--- config.mk ---
export PLATFORM = sky130hd
export DESIGN_NAME = dbdl_host
export DESIGN_NICKNAME = d
export VERILOG_FILES = /design/src/core/dbdl_pkg.sv /design/src/core/dbdl_host.sv
export SDC_FILE = /design/constraint.sdc
export NUM_CORES = 1
export LEC_CHECK = 0
export BUFFER_PORTS_ARGS = -buffer_cell sky130_fd_sc_hd__buf_2
export CORE_ASPECT_RATIO = 2
export CORE_MARGIN = 5
export CORE_UTILIZATION = 25
export CTS_CLUSTER_SIZE = 10
export DETAILED_ROUTE_END_ITERATION = 16
export GPL_ROUTABILITY_DRIVEN = 0
export PLACE_DENSITY_LB_ADDON = 0.05
export SYNTH_ARGS = -nofsm -noshare
export SYNTH_HDL_FRONTEND = slang
export SYNTH_SLANG_ARGS = --single-unit
--- constraint.sdc ---
create_clock -name i_core_clk -period 2.95 [get_ports i_core_clk]
set_clock_uncertainty 0.1 [all_clocks]
set_input_delay 0.295 -clock i_core_clk [delete_from_list [all_inputs] [get_ports i_core_clk]]
set_output_delay 0.295 -clock i_core_clk [all_outputs]
set_load 0.1 [all_outputs]
--- src/core/dbdl_pkg.sv ---
// Constants for the host-side driver of a double-buffered converter latch.
// Assumes one 200 MHz core clock; the converter pins are plain outputs.
package dbdl_pkg;
   localparam int          DATA_W        = 16;
   localparam int          ADDR_W        = 16;
   localparam int          CLK_MHZ       = 200;
   // ------------------------------------------------------------------
   // Decode window
   // ------------------------------------------------------------------
   localparam logic [15:0] ADDR_LO       = 16'h3000;
   localparam logic [15:0] ADDR_HI       = 16'h3400;
   localparam logic [15:0] TOP_BIT_FLIP  = 16'h8000;
   // ------------------------------------------------------------------
   // Timing
   // ------------------------------------------------------------------
   localparam int          SKEW_NS       = 100;
   localparam int          SKEW_CYC      = (SKEW_NS * CLK_MHZ + 999) / 1000;
   localparam int          LOW_NS_DEF    = 40;
   localparam int          HIGH_NS_DEF   = 40;
   localparam int          CNT_W         = 16;
   typedef enum logic [2:0] {
      DBDL_IDLE, DBDL_LOAD, DBDL_GAP, DBDL_UPD, DBDL_SETTLE
   } dbdl_state_e;
endpackage : dbdl_pkg

--- src/core/dbdl_host.sv ---
// Host controller that drives the converter latch pins from a word stream.
// Assumes the converter pins are driven directly; no read-back exists.
`timescale 1ns/1ps
module dbdl_host #(
   parameter int LOW_CYC    = (dbdl_pkg::LOW_NS_DEF * dbdl_pkg::CLK_MHZ + 999) / 1000,
   parameter int HIGH_CYC   = (dbdl_pkg::HIGH_NS_DEF * dbdl_pkg::CLK_MHZ + 999) / 1000,
   parameter int SETTLE_CYC = 2
) (
   input  wire logic                          i_core_clk,
   input  wire logic                          i_rst_n,
   input  wire logic                          i_valid,
   output logic                               o_ready,
   input  wire logic [dbdl_pkg::DATA_W-1:0]   i_data,
   input  wire logic [dbdl_pkg::ADDR_W-1:0]   i_addr,
   input  wire logic                          i_twos_comp,
   input  wire logic                          i_deferred,
   input  wire logic                          i_update_req,
   output logic [dbdl_pkg::DATA_W-1:0]        o_data,
   output logic                               o_decoded_select_n,
   output logic                               o_first_rank_load_n,
   output logic                               o_converter_update,
   output logic                               o_busy,
   output logic                               o_addr_miss
);
   import dbdl_pkg::*;

   // ------------------------------------------------------------------
   // Two-entry skid buffer
   // ------------------------------------------------------------------
   // Entry holds data, address, deferred flag; stall by the engine loses nothing
   localparam int BW = DATA_W + ADDR_W + 1;
   logic [BW-1:0]      buf_q [2];
   logic [BW-1:0]      next_buf_q [2];
   logic               wr_ptr, next_wr_ptr, rd_ptr, next_rd_ptr;
   logic [1:0]         count, next_count;
   logic               push, pop;

   assign push = i_valid && (count != 2'd2);
   always_comb begin
      next_buf_q  = buf_q;
      next_wr_ptr = wr_ptr;
      next_rd_ptr = rd_ptr;
      next_count  = count;
      if (push) begin
         // Coding chosen when the word is taken, not when it leaves the buffer
         next_buf_q[wr_ptr] = {i_deferred, i_addr,
                               i_twos_comp ? (i_data ^ TOP_BIT_FLIP) : i_data};
         next_wr_ptr        = ~wr_ptr;
      end
      if (pop) begin
         next_rd_ptr = ~rd_ptr;
      end
      next_count = count + {1'b0, push} - {1'b0, pop};
   end
   always_ff @(posedge i_core_clk or negedge i_rst_n) begin
      if (!i_rst_n) begin
         buf_q[0] <= '0;
         buf_q[1] <= '0;
         wr_ptr   <= 1'b0;
         rd_ptr   <= 1'b0;
         count    <= 2'd0;
         o_ready  <= 1'b0;
      end else begin
         buf_q    <= next_buf_q;
         wr_ptr   <= next_wr_ptr;
         rd_ptr   <= next_rd_ptr;
         count    <= next_count;
         o_ready  <= (next_count != 2'd2);
      end
   end

   // ------------------------------------------------------------------
   // Update request sync (may come from another domain)
   // ------------------------------------------------------------------
   logic upd_s1, upd_s2, upd_s3;
   always_ff @(posedge i_core_clk or negedge i_rst_n) begin
      if (!i_rst_n) begin
         upd_s1 <= 1'b0;
         upd_s2 <= 1'b0;
         upd_s3 <= 1'b0;
      end else begin
         upd_s1 <= i_update_req;
         upd_s2 <= upd_s1;
         upd_s3 <= upd_s2;
      end
   end

   // ------------------------------------------------------------------
   // Pin sequencer
   // ------------------------------------------------------------------
   dbdl_state_e        state, next_state;
   logic [CNT_W-1:0]   cnt, next_cnt;
   logic [DATA_W-1:0]  next_data;
   logic               next_sel_n, next_load_n, next_upd, next_miss;
   logic               upd_pend, next_upd_pend;
   logic [BW-1:0]      head;
   logic [DATA_W-1:0]  head_data;
   logic [ADDR_W-1:0]  head_addr;
   logic               head_def, hit;

   assign head      = buf_q[rd_ptr];
   assign head_data = head[DATA_W-1:0];
   assign head_addr = head[DATA_W +: ADDR_W];
   assign head_def  = head[BW-1];
   assign hit       = (head_addr >= ADDR_LO) && (head_addr <= ADDR_HI);
   assign pop       = (state == DBDL_IDLE) && (count != 2'd0) && !upd_pend;

   always_comb begin
      next_state    = state;
      next_cnt      = (cnt != '0) ? cnt - 1'b1 : cnt;
      next_data     = o_data;
      next_sel_n    = o_decoded_select_n;
      next_load_n   = o_first_rank_load_n;
      next_upd      = o_converter_update;
      next_miss     = 1'b0;
      next_upd_pend = upd_pend || (upd_s2 && !upd_s3);
      case (state)
         DBDL_IDLE: begin
            if (upd_pend) begin
               // Shared update pulse refreshes every converter at once
               next_upd      = 1'b1;
               next_upd_pend = 1'b0;
               next_cnt      = CNT_W'(HIGH_CYC);
               next_state    = DBDL_UPD;
            end else if (pop && !hit) begin
               next_miss = 1'b1;
            end else if (pop) begin
               // Positive-true data; flip top bit for two's complement
               next_data   = head_data;
               next_sel_n  = 1'b0;
               next_load_n = 1'b0;
               next_cnt    = CNT_W'(LOW_CYC);
               next_upd_pend = next_upd_pend || !head_def;
               next_state  = DBDL_LOAD;
            end
         end
         DBDL_LOAD: begin
            if (cnt == '0) begin
               // Strobe rises first so data hold is met against the select
               next_load_n = 1'b1;
               next_cnt    = CNT_W'(SKEW_CYC);
               next_state  = DBDL_GAP;
            end
         end
         DBDL_GAP: begin
            next_sel_n = 1'b1;
            if (cnt == '0) begin
               next_state = DBDL_IDLE;
            end
         end
         DBDL_UPD: begin
            if (cnt == '0) begin
               next_upd   = 1'b0;
               next_cnt   = CNT_W'(SETTLE_CYC);
               next_state = DBDL_SETTLE;
            end
         end
         DBDL_SETTLE: begin
            if (cnt == '0) begin
               next_state = DBDL_IDLE;
            end
         end
         default: begin
            next_state = DBDL_IDLE;
         end
      endcase
   end

   always_ff @(posedge i_core_clk or negedge i_rst_n) begin
      if (!i_rst_n) begin
         // Idle pins: deselected, load high, update low holds code
         state               <= DBDL_IDLE;
         cnt                 <= '0;
         upd_pend            <= 1'b0;
         o_data              <= '0;
         o_decoded_select_n  <= 1'b1;
         o_first_rank_load_n <= 1'b1;
         o_converter_update  <= 1'b0;
         o_busy              <= 1'b0;
         o_addr_miss         <= 1'b0;
      end else begin
         state               <= next_state;
         cnt                 <= next_cnt;
         upd_pend            <= next_upd_pend;
         o_data              <= next_data;
         o_decoded_select_n  <= next_sel_n;
         o_first_rank_load_n <= next_load_n;
         o_converter_update  <= next_upd;
         o_busy              <= (next_state != DBDL_IDLE);
         o_addr_miss         <= next_miss;
      end
   end
endmodule : dbdl_host

* After elaboration in Yosys (flattened, before gate mapping)
Index checks and enable logic that the tools add are counted.
Word-level totals: register bits 115, output and inout port bits 22, input bits 38, word-level logic and storage cells 108
Cells by class: add/subtract/negate cells 3, reductions and logical operators 26, order comparisons 5, bitwise operators 7, muxes and demuxes 37, equal/unequal tests 12
Operator list (count):
- $mux 33 | 4
- $mux 16 | 7
- $bwmux 66 | 1
- $pmux 16 s3 | 1
- $demux 33 s1 | 1
- $mux 3 | 6
- $ge 16x14->1 const B | 1
- $le 16x14->1 const B | 1
- $logic_not 16->1 | 1
- $ne 2x2->1 const B | 8
- $reduce_bool 16->1 | 1
- $sub 16x1->16 const B | 1
- $mux 1 | 13
- $pmux 3 s4 | 1
- $reduce_and 4->1 | 2
- $reduce_bool 2->1 | 4
- $logic_and 1x1->1 | 7
- $eq 3x2->1 const B | 2
- $pmux 1 s2 | 3
- $not 1->1 | 5
- $reduce_and 5->1 | 1
- $ge 2x2->1 const B | 2
- $logic_not 1->1 | 4
- $not 1->2 | 2
- other kinds (10) | 11

* Logic depth before layout (Yosys ltp)
Gate-level depths: netlist of run 1.
word-level depth 12, depth in mapped cells 10

* Worst setup path before layout of run 1
OpenSTA, ideal clock, no wires.
path type register -> register, from reg cnt[0], to reg cnt[0], data required time 2760 ps, clock period less this slack 2576 ps, library setup time 90 ps, stages on the path, launching flop included 11, arrival 2386 ps, setup slack 374 ps, cells stage by stage dfrtp_1 inv_1 ha_1 or3b_1 or4_4 nor2_4 inv_2 buf_6 ha_1 nand2b_1 o221ai_1
On the way: cells in the longest elaborated chain, start to end 6, elaborated cells on any way between the ends 10
RTL lines:
- start, declared | line dbdl_host.sv:92 | logic [CNT_W-1:0] cnt, next_cnt;
- start signal, assigned | line dbdl_host.sv:183 | cnt <= next_cnt;
- $sub 16x1->16 or $reduce_bool 16->1 (tied branches) | line dbdl_host.sv:110 | next_cnt = (cnt != '0) ? cnt - 1'b1 : cnt;
- $mux 16 | line dbdl_host.sv:110
- $mux 16 | line dbdl_host.sv:127 | end else if (pop) begin
- $mux 16 | line dbdl_host.sv:125 | end else if (pop && !hit) begin
- $mux 16 | line dbdl_host.sv:119 | if (upd_pend) begin
- $pmux 16 s3 (*) | line dbdl_host.sv:117 | case (state)
- via next_cnt[0] | line dbdl_host.sv:92
Mark *: on every way through the listed nets, which the timed path passes. The rest lies on a longest branch. A chain may end at the register's enable or synchronous reset.

* Worst setup path after layout of run 1
Same ends and word-level chain as after synthesis.

==> summary.md, run 1 <==
| Metric | Value |
|---|---|
| Sink Count | `~120` |
| Levels on crit path | `9` |
| Pins Over Slew Limit | `0` |
| Inserted Clock Buffers | `17` |
| Full die area | `0.0232 mm^2` |
| Largest family of logic cells by synthesized area | `multiplexers` |
| Core Region | `0.0198 mm^2` |
| Post-synth top area share | `56.4%` |
| Critical path peak fanout | `11` |
| Final setup violation count | `0` |
| Fin crit period | `between 2 and 3 ns` |
| HP Class | `input port to register` |
| Seq/Total Area, Yosys | `57.4%` |
| Post-DP HPWL | `8870 um` |
| Outcome | `finished, final reports clean` |
| Post-route ant nets | `0` |
| Fraction of registers with async set/reset | `100%` |
| EDFF count, synth | `0` |
| Netlist Area Pre-Place | `0.00501 mm^2` |
| Synthesized netlist cell count | `377` |
| Synthesized Nets | `420` |
| Via count | `about 3300` |
| RSZ-0062 raised after global routing | `false` |
| Slowest cell on the critical path | `or4_4` |
| Synth unique cells | `51` |
| R2R Path End | `cnt[0]$_DFF_PN0_` |
| Total Wirelength | `12500 um` |
| Simple-gate share of the synthesized area | `8.73%` |
| Pwr Total | `6.88 mW` |
| Crit-path most repeated cell | `ha_1` |
| First-pass iteration count of the detailed router | `4` |
| Max-cap violation count | `0` |
| Area grow syn2layout | `26.0%` |
| Total Routing Usage GR | `12.0%` |
| Crit path max-delay family | `simple AND/OR/NAND/NOR gates` |
| Clock Latency Late Sink | `0.41 ns` |
| Fin nets | `500` |
| Post-CTS sizing | `0` |
| Starting Density | `25.3%` |
| Maximum vdd drop | `between 0.3 and 0.4 mV` |
| TNS Setup | `0 ns` |
| R2r worst-path depth | `9` |
| 1st-iter DRT viols | `99` |
| Synth top cells by count | `dfrtp_1, mux2_2, nor2_1, nor3_1` |
| Compound-Gate Fraction of Synth Area | `roughly 6.0%` |
| Worst EP arrival | `2.89 ns` |
| CP Launch Type | `register` |
| Flop2flop setup slack | `0.28 ns` |
| # diodes | `0` |
| Leading area contributor after synthesis | `dfrtp_1` |
| Syn avg cell area | `13.3 um^2` |
| #FFs+latches synth | `115` |
| XOR/XNOR share of the synthesized area | `2.10%` |
| Root Driver | `clkbuf_16` |
| Vias in the first global route | `3799` |
| Worst Setup End Kind | `register` |
| # port buffers | `roughly 60` |
| Mux contribution to synthesized area | `between 20% and 30%` |
| Worst hold start | `i_data[13]` |
| Fin. Hold Viols | `0` |
| Horiz. Die Dim | `110 um` |
| Post-CTS Setup Bufs | `0` |
| H-tree Lvls | `4` |
| Fmax | `0.374 GHz` |
| Crit path buffers/inverters | `2` |
| Global route overflow | `0` |
| Chip height | `between 200 and 250 um` |
| Worst Tran Pin Value | `0.668 ns` |
| First-pass GRT wire length | `20700 um` |
| Layout cell share with drive strength beyond 1 | `43.3%` |
| Final period utilization | `between 90% and 100%` |
| Ys Warns | `0` |
| Rows | `73` |
| Routed vias/inst | `4.45` |
| Crit path required time | `approximately 3.2 ns` |
| Synth top area cells | `dfrtp_1, mux2_2, mux2_1` |
| Predominant post-synthesis flop cell | `dfrtp_1` |
| P per Cell Area | `roughly 1100 mW/mm^2` |
| Routed len/inst | `17.1 um` |
| Clock slew at reported path FFs | `approximately 0.050 ns` |
| Hold Path Depth | `2` |
| Hold endpoint | `buf_q[46]$_DFFE_PN0P_` |
| CTS tree | `done` |
| I/O Pins | `60` |
| Hold buffers post-CTS | `2` |
| Slew HR | `55.4%` |
| Setup Crit Path Kind | `register to register` |
| FF-to-FF Start | `cnt[0]$_DFF_PN0_` |
| Crit-path cells | `inv_1, ha_1, or3b_1, or4_4, nor2_4, inv_2, ha_1, nand2b_1, o221ai_1` |
| Leak | `2.82 nW` |
| # DRC | `0` |
| CP max stage delay | `0.54 ns` |
| Adder-Cell Fraction of Synth Area | `1.25%` |
| Most frequent cell after synthesis | `dfrtp_1` |
| Pin count of the biggest net entering global routing | `slightly below 50` |
| Initial antenna violation count | `2` |
| Clk buf depth | `2` |
-- metal layers --
layer	vias up	global-route usage, %	wire length [um]
met2	55	22.0	7240
met1	1649	12.2	4440
met4	4	5.70	315
met5	-	0	14
met3	22	3.37	479
li1	1523	-	-
-- worst max path at each step --
stage / start / to
2_1_floorplan: cnt[0]$_DFF_PN0_ / cnt[0]$_DFF_PN0_
3_3_place_gp: cnt[0]$_DFF_PN0_ / cnt[0]$_DFF_PN0_
3_5_place_dp: cnt[0]$_DFF_PN0_ / cnt[0]$_DFF_PN0_
6_report: cnt[0]$_DFF_PN0_ / cnt[0]$_DFF_PN0_
4_1_cts: cnt[0]$_DFF_PN0_ / cnt[0]$_DFF_PN0_
5_1_grt: cnt[1]$_DFF_PN0_ / cnt[0]$_DFF_PN0_
-- sequential cells by signal (all words and copies together), names as in the netlist, 2 cells and up --
register,cells
cnt,16
count,2
state,3
buf_q,66
o_data,16
-- power by group --
group	internal (mW)	switching [mW]	total, mW
combinational	1.12	1.23	2.35
clock	1.22	0.703	1.92
sequential	2.23	0.377	2.61
total	4.57	2.32	6.88
-- area by class of cell --
| cell class | instances | area, um^2 |
|---|---|---|
| clock inverter | 4 | 20.0 |
| multi-input combinational | 231 | 2000 |
| tap | 262 | 328 |
| inverter | 13 | 48.8 |
| timing repair buffer | 79 | 503 |
| fill | 2033 | 13500 |
| clock buffer | 27 | 533 |
| sequential | 115 | 2880 |
-- metrics by stage --
stage / instances / cell area (um^2) / hold WS [ns] / worst slack, ns / utilization (%)
finish: 731 / 6320 / 0.0248 / 0.276 / 31.9
global route: 731 / 6320 / 0.0110 / 0.121 / 31.9
detailed placement: 698 / 5740 / 0.217 / 0.272 / 29.0
floorplan: 377 / 5010 / -0.101 / 0.374 / -
CTS: 731 / 6320 / 0.00543 / 0.260 / 31.9
global placement: 698 / 5740 / 0.199 / 0.300 / 29.0
-- worst reg2reg max path: stages (launching register included) --
cell      delay (ns)
dfrtp_1         0.38
inv_1           0.11
ha_1            0.18
or3b_1          0.40
or4_4           0.54
nor2_4          0.16
inv_2           0.12
ha_1            0.30
nand2b_1        0.14
o221ai_1        0.15
-- cells in the final DEF, fill, tap and decap left out, types with 10 or more instances in the layout --
cell	count
buf_2	58
buf_4	15
clkbuf_16	17
dfrtp_1	113
inv_1	12
mux2_1	10
mux2_2	86
nor2_1	14
nor3_1	14
nor4_1	10
xnor2_1	12
-- cells by family after synthesis --
| group | after synthesis |
|---|---|
| flip-flops | 115 |
| AO/OA/AOI/OAI | 41 |
| adder cells (fa/ha/maj) | 5 |
| AND/OR/NAND/NOR | 76 |
| XOR/XNOR | 12 |
| buffers and inverters | 31 |
| multiplexers | 97 |
Power figures use the tool's default switching activity.
==> run 2, diff against run 1 <==
--- a/config.mk
+++ b/config.mk
@@ -6,6 +6,8 @@
 export NUM_CORES = 1
 export LEC_CHECK = 0
 export BUFFER_PORTS_ARGS = -buffer_cell sky130_fd_sc_hd__buf_2
+export CELL_PAD_IN_SITES_DETAIL_PLACEMENT = 1
+export CELL_PAD_IN_SITES_GLOBAL_PLACEMENT = 1
 export CORE_ASPECT_RATIO = 2
 export CORE_MARGIN = 5
 export CORE_UTILIZATION = 25
==> run 2 against run 1 <==
  * Non-clock buffer count down 4
  * Clock power rose by 14%
  * Final area increased by 0.44%
  * First-iteration DRC count is 64% lower
  * Critical path depth unchanged
  * Sequential share of layout area fell by 0.20 points
  * Sequential power is essentially flat
  * Largest power group unchanged
  * Die area stayed put
  * Combinational power is essentially flat
  * Via count rose by 0.58%
  * Routed wire length increased by 3.0%
  * Maximum frequency fell by 2.9%
  * Critical endpoint unchanged
==> summary.md, run 2 (same netlist as run 1, synthesis figures left out) <==
| Metric | Value |
|---|---|
| Most common cell after layout, fill and taps aside | `dfrtp_1` |
| Worst Tran Pin Value | `0.692 ns (+0.0242 ns)` |
| P per Cell Area | `1120 mW/mm^2 (+3.2%)` |
| Core Region | `0.0198 mm^2 (unchanged)` |
| Full die area | `0.0232 mm^2 (unchanged)` |
| Routed vias/inst | `4.49 (+0.86%)` |
| Comb pwr share | `32.6% (-1.6 points)` |
| Chip height | `210 um (unchanged)` |
| Total Routing Usage GR | `12.1% (+0.077 points)` |
| Horiz. Die Dim | `110 um (unchanged)` |
| Post-Layout Cell Count | `729 (-0.27%)` |
| Rows | `73 (unchanged)` |
| Pins Over Slew Limit | `0 (unchanged)` |
| Critical path peak fanout | `11 (unchanged)` |
| Vias in the first global route | `3811 (+0.32%)` |
| Clock Latency Late Sink | `0.41 ns (about the same)` |
| CP Capture Point | `cnt[0]$_DFF_PN0_` |
| Clock power share | `30.6% (+2.7 points)` |
| Via count | `3272 (+0.58%)` |
| Root Driver | `clkbuf_16` |
| Slew HR | `53.5% (-1.9 points)` |
| # port buffers | `59 (unchanged)` |
| Final period utilization | `93.3% (+2.7 points)` |
| Fin crit period | `2.75 ns (+0.0794 ns)` |
| RSZ-0062 raised after global routing | `false` |
| Post-DP HPWL | `9060 um (+2.1%)` |
| Clock slew at reported path FFs | `0.06 ns (about the same)` |
| CP startpoint | `cnt[0]$_DFF_PN0_` |
| Max-cap violation count | `0 (unchanged)` |
| First-pass iteration count of the detailed router | `5 (+1)` |
| WHS | `0.0277 ns (+0.00284 ns)` |
| Flop2flop setup slack | `0.20 ns (-0.08 ns)` |
| Pin count of the biggest net entering global routing | `49 (unchanged)` |
| FF-to-FF Start | `cnt[0]$_DFF_PN0_` |
| # DRC | `0 (unchanged)` |
| I/O Pins | `60 (unchanged)` |
| Flop pwr share | `36.8% (-1.1 points)` |
| Largest Register | `buf_q` |
| H-tree Lvls | `4 (unchanged)` |
| Setup Crit Path Kind | `register to register` |
| Final setup violation count | `0 (unchanged)` |
| Switching Fraction | `32.9% (-0.69 points)` |
| Largest register FFs | `66 (unchanged)` |
| Routed len/inst | `17.7 um (+3.3%)` |
| Post-route ant nets | `0 (unchanged)` |
| Fin. Hold Viols | `0 (unchanged)` |
| Total Wirelength | `12900 um (+3.0%)` |
| Sink Count | `115 (unchanged)` |
| R2R Path End | `cnt[0]$_DFF_PN0_` |
| Clk buf depth | `2 (unchanged)` |
| Fmax | `0.363 GHz (-2.9%)` |
| Pint | `4.79 mW (+4.8%)` |
| Area grow syn2layout | `26.6%` |
| Leak | `2.82 nW (+0.21%)` |
| Layout cell share with drive strength beyond 1 | `43.3% (+0.064 points)` |
| Initial antenna violation count | `1 (-1)` |
| Crit path required time | `3.16 ns (about the same)` |
| R2r worst-path depth | `9 (unchanged)` |
| Switch Pwr | `2.35 mW (+1.5%)` |
| Global route overflow | `0 (unchanged)` |
| HP Class | `input port to register` |
| First-pass GRT wire length | `20900 um (+0.97%)` |
| 1st-iter DRT viols | `36 (-64%)` |
| CP Launch Type | `register` |
| Worst Setup End Kind | `register` |
| Starting Density | `25.3% (unchanged)` |
| Cells after DPL | `694 (-0.57%)` |
| Top Registers | `buf_q (66), cnt (16), o_data (16)` |
| Fin nets | `496 (-0.80%)` |
| Post-CTS sizing | `0 (unchanged)` |
| Outcome | `finished, final reports clean` |
| Maximum vdd drop | `0.374 mV (-2.8%)` |
| Worst EP arrival | `2.96 ns (+0.07 ns)` |
| TNS Setup | `0 ns (unchanged)` |
| CTS tree | `done` |
| Inserted Clock Buffers | `17 (unchanged)` |
| Most frequent cells in the layout | `dfrtp_1, mux2_2, buf_2, clkbuf_16` |
-- run 2: changes by cell type in the layout (fill, tap and decap cells not counted), sizes merged --
cell      delta
buf          -4
bufinv       +3
clkbuf       -3
clkinvlp     +1
diode        +1
-- run 2: what timing repair did --
item                      4_1_cts  5_1_grt
setup buffers                   0        0
hold endpoints to repair       45        0
hold buffers                    2        0
-- run 2: how the worst min path moves through the flow --
stage / start / to / slack [ns] / depth (start not counted)
6_report: i_data[10] / buf_q[43]$_DFFE_PN0P_ / 0.03 / 2
5_1_grt: i_data[8] / buf_q[8]$_DFFE_PN0P_ / 0.01 / 2
4_1_cts: i_data[10] / buf_q[43]$_DFFE_PN0P_ / 0.002 / 2
3_5_place_dp: upd_s1$_DFF_PN0_ / upd_s2$_DFF_PN0_ / 0.24 / 0
3_3_place_gp: upd_s1$_DFF_PN0_ / upd_s2$_DFF_PN0_ / 0.24 / 0
2_1_floorplan: i_rst_n / buf_q[0]$_DFFE_PN0P_ / -0.10 / 0
-- run 2: worst max-delay path, cell delays in order (launching register included) --
cell and delay (ns):
dfrtp_1 0.39, inv_1 0.11, ha_1 0.19, or3b_1 0.41
or4_4 0.53, nor2_4 0.16, inv_2 0.13, ha_1 0.31
nand2b_1 0.14, o221ai_1 0.19
-- run 2: area by class of cell --
type	instances	area (um^2)
inverter	13	48.8
clock buffer	24	512
timing repair buffer	75	448
fill	2139	13500
sequential	115	2880
multi-input combinational	231	2000
tap	262	328
clock inverter	8	121
antenna	1	2.50
-- run 2: power groups by stage --
stage	clock, mW	sequential [mW]	combinational [mW]
after floorplan	0	2.81	1.57
after global placement	0	2.63	2.36
after detailed placement	0	2.66	2.39
after CTS	2.26	2.64	2.40
after global routing	2.31	2.72	2.56
final	2.18	2.62	2.33
-- run 2: routing by layer --
metal / share of wire (%) / vias up / track usage [%]
met3: 3.4 / 16 / 3.22
met5: 0 / - / 0
met4: 2.0 / 0 / 4.97
li1: - / 1514 / -
met1: 38 / 1691 / 12.7
met2: 57 / 51 / 22.2
-- run 2: stage by stage --
step / area, um^2 / util (%) / power (mW) / worst slack [ns]
2_1_floorplan: 5010 / - / 4.38 / 0.374
3_3_place_gp: 5690 / 28.7 / 4.99 / 0.287
3_5_place_dp: 5690 / 28.7 / 5.05 / 0.213
4_1_cts: 6340 / 32.0 / 7.30 / 0.193
5_1_grt: 6340 / 32.0 / 7.59 / 0.0837
6_report: 6340 / 32.0 / 7.14 / 0.197
==> run 3, diff against run 2 <==
--- a/config.mk
+++ b/config.mk
@@ -11,6 +11,7 @@
 export CORE_ASPECT_RATIO = 2
 export CORE_MARGIN = 5
 export CORE_UTILIZATION = 25
+export CTS_BUF_LIST = sky130_fd_sc_hd__clkbuf_4
 export CTS_CLUSTER_SIZE = 10
 export DETAILED_ROUTE_END_ITERATION = 16
 export GPL_ROUTABILITY_DRIVEN = 0
==> run 3 against run 2 <==
  * Flip-flop and latch count stayed put
  * Sequential power is essentially flat
  * Maximum frequency up 0.24%
==> summary.md, run 3 (same netlist as run 1, synthesis figures left out) <==
| Metric | Value |
|---|---|
| Dpl cell area | `0.00569 mm^2 (unchanged)` |
| Initial antenna violation count | `2 (+1)` |
| Critical path peak fanout | `11 (unchanged)` |
| Slew HR | `54.1% (+0.55 points)` |
| WHS | `0.161 ns (+0.134 ns)` |
| Flop pwr share | `42.3% (+5.5 points)` |
| First-pass GRT wire length | `21100 um (+0.83%)` |
| # port buffers | `59 (unchanged)` |
| Clock power share | `19.3% (-11 points)` |
| # DRC | `0 (unchanged)` |
| Vias in the first global route | `3901 (+2.4%)` |
| Layout fillers | `2166 (+1.3%)` |
| Largest register FFs | `66 (unchanged)` |
| I/O Pins | `60 (unchanged)` |
| Final period utilization | `93.1% (-0.22 points)` |
| Most common cell after layout, fill and taps aside | `dfrtp_1` |
| CP max stage delay | `0.53 ns (about the same)` |
| Worst Setup End Kind | `register` |
| Maximum vdd drop | `0.319 mV (-15%)` |
| Switch Pwr | `2.25 mW (-4.2%)` |
| Post-Layout Cell Count | `764 (+4.8%)` |
| Layout cell share with drive strength beyond 1 | `39.4% (-3.9 points)` |
| Setup Crit Path Kind | `register to register` |
| Fin. Hold Viols | `0 (unchanged)` |
| Global route overflow | `0 (unchanged)` |
| Crit-path most repeated cell | `ha_1` |
| Cells after DPL | `694 (unchanged)` |
| Worst hold start | `i_valid` |
| Slowest cell on the critical path | `or4_4` |
| Inserted Clock Buffers | `17 (unchanged)` |
| Clk buf depth | `2 (unchanged)` |
| 1st-iter DRT viols | `54 (+50%)` |
| CTS tree | `done` |
| Worst EP arrival | `3.07 ns (+0.11 ns)` |
| Crit-path cells | `inv_1, ha_1, or3b_1, or4_4, nor2_4, inv_2, ha_1, nand2b_1, o221ai_1` |
| FF-to-FF Start | `cnt[0]$_DFF_PN0_` |
| TNS Setup | `0 ns (unchanged)` |
| Switching Fraction | `36.5% (+3.5 points)` |
| CP Launch Type | `register` |
| Fin crit period | `2.75 ns (-0.00660 ns)` |
| Sink Count | `115 (unchanged)` |
| H-tree Lvls | `4 (unchanged)` |
| Core Region | `0.0198 mm^2 (unchanged)` |
| Post-DP HPWL | `9060 um (unchanged)` |
| Non-Filler Cell Area, Final | `0.00633 mm^2 (-0.18%)` |
| HP Class | `input port to register` |
| Total Routing Usage GR | `12.2% (+0.10 points)` |
| Clock slew at reported path FFs | `0.11 ns (+0.05 ns)` |
| CP startpoint | `cnt[0]$_DFF_PN0_` |
| Rows | `73 (unchanged)` |
| Post-route ant nets | `0 (unchanged)` |
| Worst Tran Pin Value | `0.684 ns (-0.00819 ns)` |
| P per Cell Area | `975 mW/mm^2 (-13%)` |
| Routed vias/inst | `4.44 (-1.1%)` |
| Area grow syn2layout | `26.3%` |
| Pint | `3.92 mW (-18%)` |
| Total Wirelength | `12900 um (+0.45%)` |
| Pin count of the biggest net entering global routing | `49 (unchanged)` |
| Outcome | `finished, final reports clean` |
| Full die area | `0.0232 mm^2 (unchanged)` |
| RSZ-0062 raised after global routing | `false` |
| Root Driver | `clkbuf_4` |
| Fin nets | `530 (+6.9%)` |
| Final core utilization | `32.0% (-0.057 points)` |
| Max-cap violation count | `0 (unchanged)` |
| Most frequent cells in the layout | `dfrtp_1, mux2_2, buf_2, dlygate4sd3_1, clkbuf_4` |
| Horiz. Die Dim | `110 um (unchanged)` |
| Pins Over Slew Limit | `0 (unchanged)` |
| Clock Latency Late Sink | `0.53 ns (+0.12 ns)` |
| First-pass iteration count of the detailed router | `4 (-1)` |
| Final setup violation count | `0 (unchanged)` |
| Largest Register | `buf_q` |
| Via count | `3390 (+3.6%)` |
| Chip height | `210 um (unchanged)` |
| Routed len/inst | `16.9 um (-4.2%)` |
| Crit path required time | `3.28 ns (+0.12 ns)` |
| Comb pwr share | `38.4% (+5.8 points)` |
| Top Registers | `buf_q (66), cnt (16), o_data (16)` |
| Leak | `2.81 nW (-0.69%)` |
| Fmax | `0.364 GHz (+0.24%)` |
| Starting Density | `25.3% (unchanged)` |
-- run 3: worst max-delay path, delay by kind of cell (launching register included) --
kind,cells,cell delay (ns)
AND/OR/NAND/NOR,4,1.24
adder cells (fa/ha/maj),2,0.49
flip-flops,1,0.41
buffers and inverters,2,0.23
AO/OA/AOI/OAI,1,0.18
-- run 3: cell type report --
cell class	instances	area [um^2]	area share, %
sequential	115	2880	45.5
timing repair buffer	109	788	12.4
tap	262	328	5.18
antenna	2	5.00	0.0790
clock inverter	14	144	2.27
clock buffer	18	135	2.13
multi-input combinational	231	2000	31.6
inverter	13	48.8	0.770
-- run 3: layer usage --
layer | vias to the layer above | wire, um | track usage, %
li1 | 1580 | - | -
met1 | 1750 | 4900 | 12.8
met2 | 50 | 7410 | 22.3
met3 | 10 | 407 | 3.62
met4 | 0 | 206 | 4.59
met5 | - | 0 | 0
-- run 3: what timing repair did --
item                      4_1_cts  5_1_grt
resized for setup               0        0
hold buffers                   36        0
hold endpoints to repair      111        0
buffers inserted                0        0
-- run 3: power by group through the flow --
stage | sequential, mW | clock, mW | combinational [mW]
after floorplan | 2.81 | 0 | 1.57
after global placement | 2.63 | 0 | 2.36
after detailed placement | 2.66 | 0 | 2.39
after CTS | 2.63 | 1.26 | 2.44
after global routing | 2.70 | 1.31 | 2.60
final | 2.61 | 1.19 | 2.37
-- run 3: path summary, 6_finish.rpt --
kind / end / slack (ns) / cells past startpoint
min reg2reg: upd_s2$_DFF_PN0_ / 0.26 / 0
max: cnt[0]$_DFF_PN0_ / 0.20 / 9
min: wr_ptr$_DFFE_PN0P_ / 0.16 / 3
max reg2reg: cnt[0]$_DFF_PN0_ / 0.20 / 9
min in group asynchronous: upd_s3$_DFF_PN0_ / 0.23 / 2
max in group asynchronous: buf_q[7]$_DFFE_PN0P_ / 1.78 / 3
-- run 3: stage by stage --
| step | total power, mW | setup slack, ns |
|---|---|---|
| 2_1_floorplan | 4.38 | 0.374 |
| 3_3_place_gp | 4.99 | 0.287 |
| 3_5_place_dp | 5.05 | 0.213 |
| 4_1_cts | 6.33 | 0.182 |
| 5_1_grt | 6.62 | 0.0575 |
| 6_report | 6.17 | 0.203 |
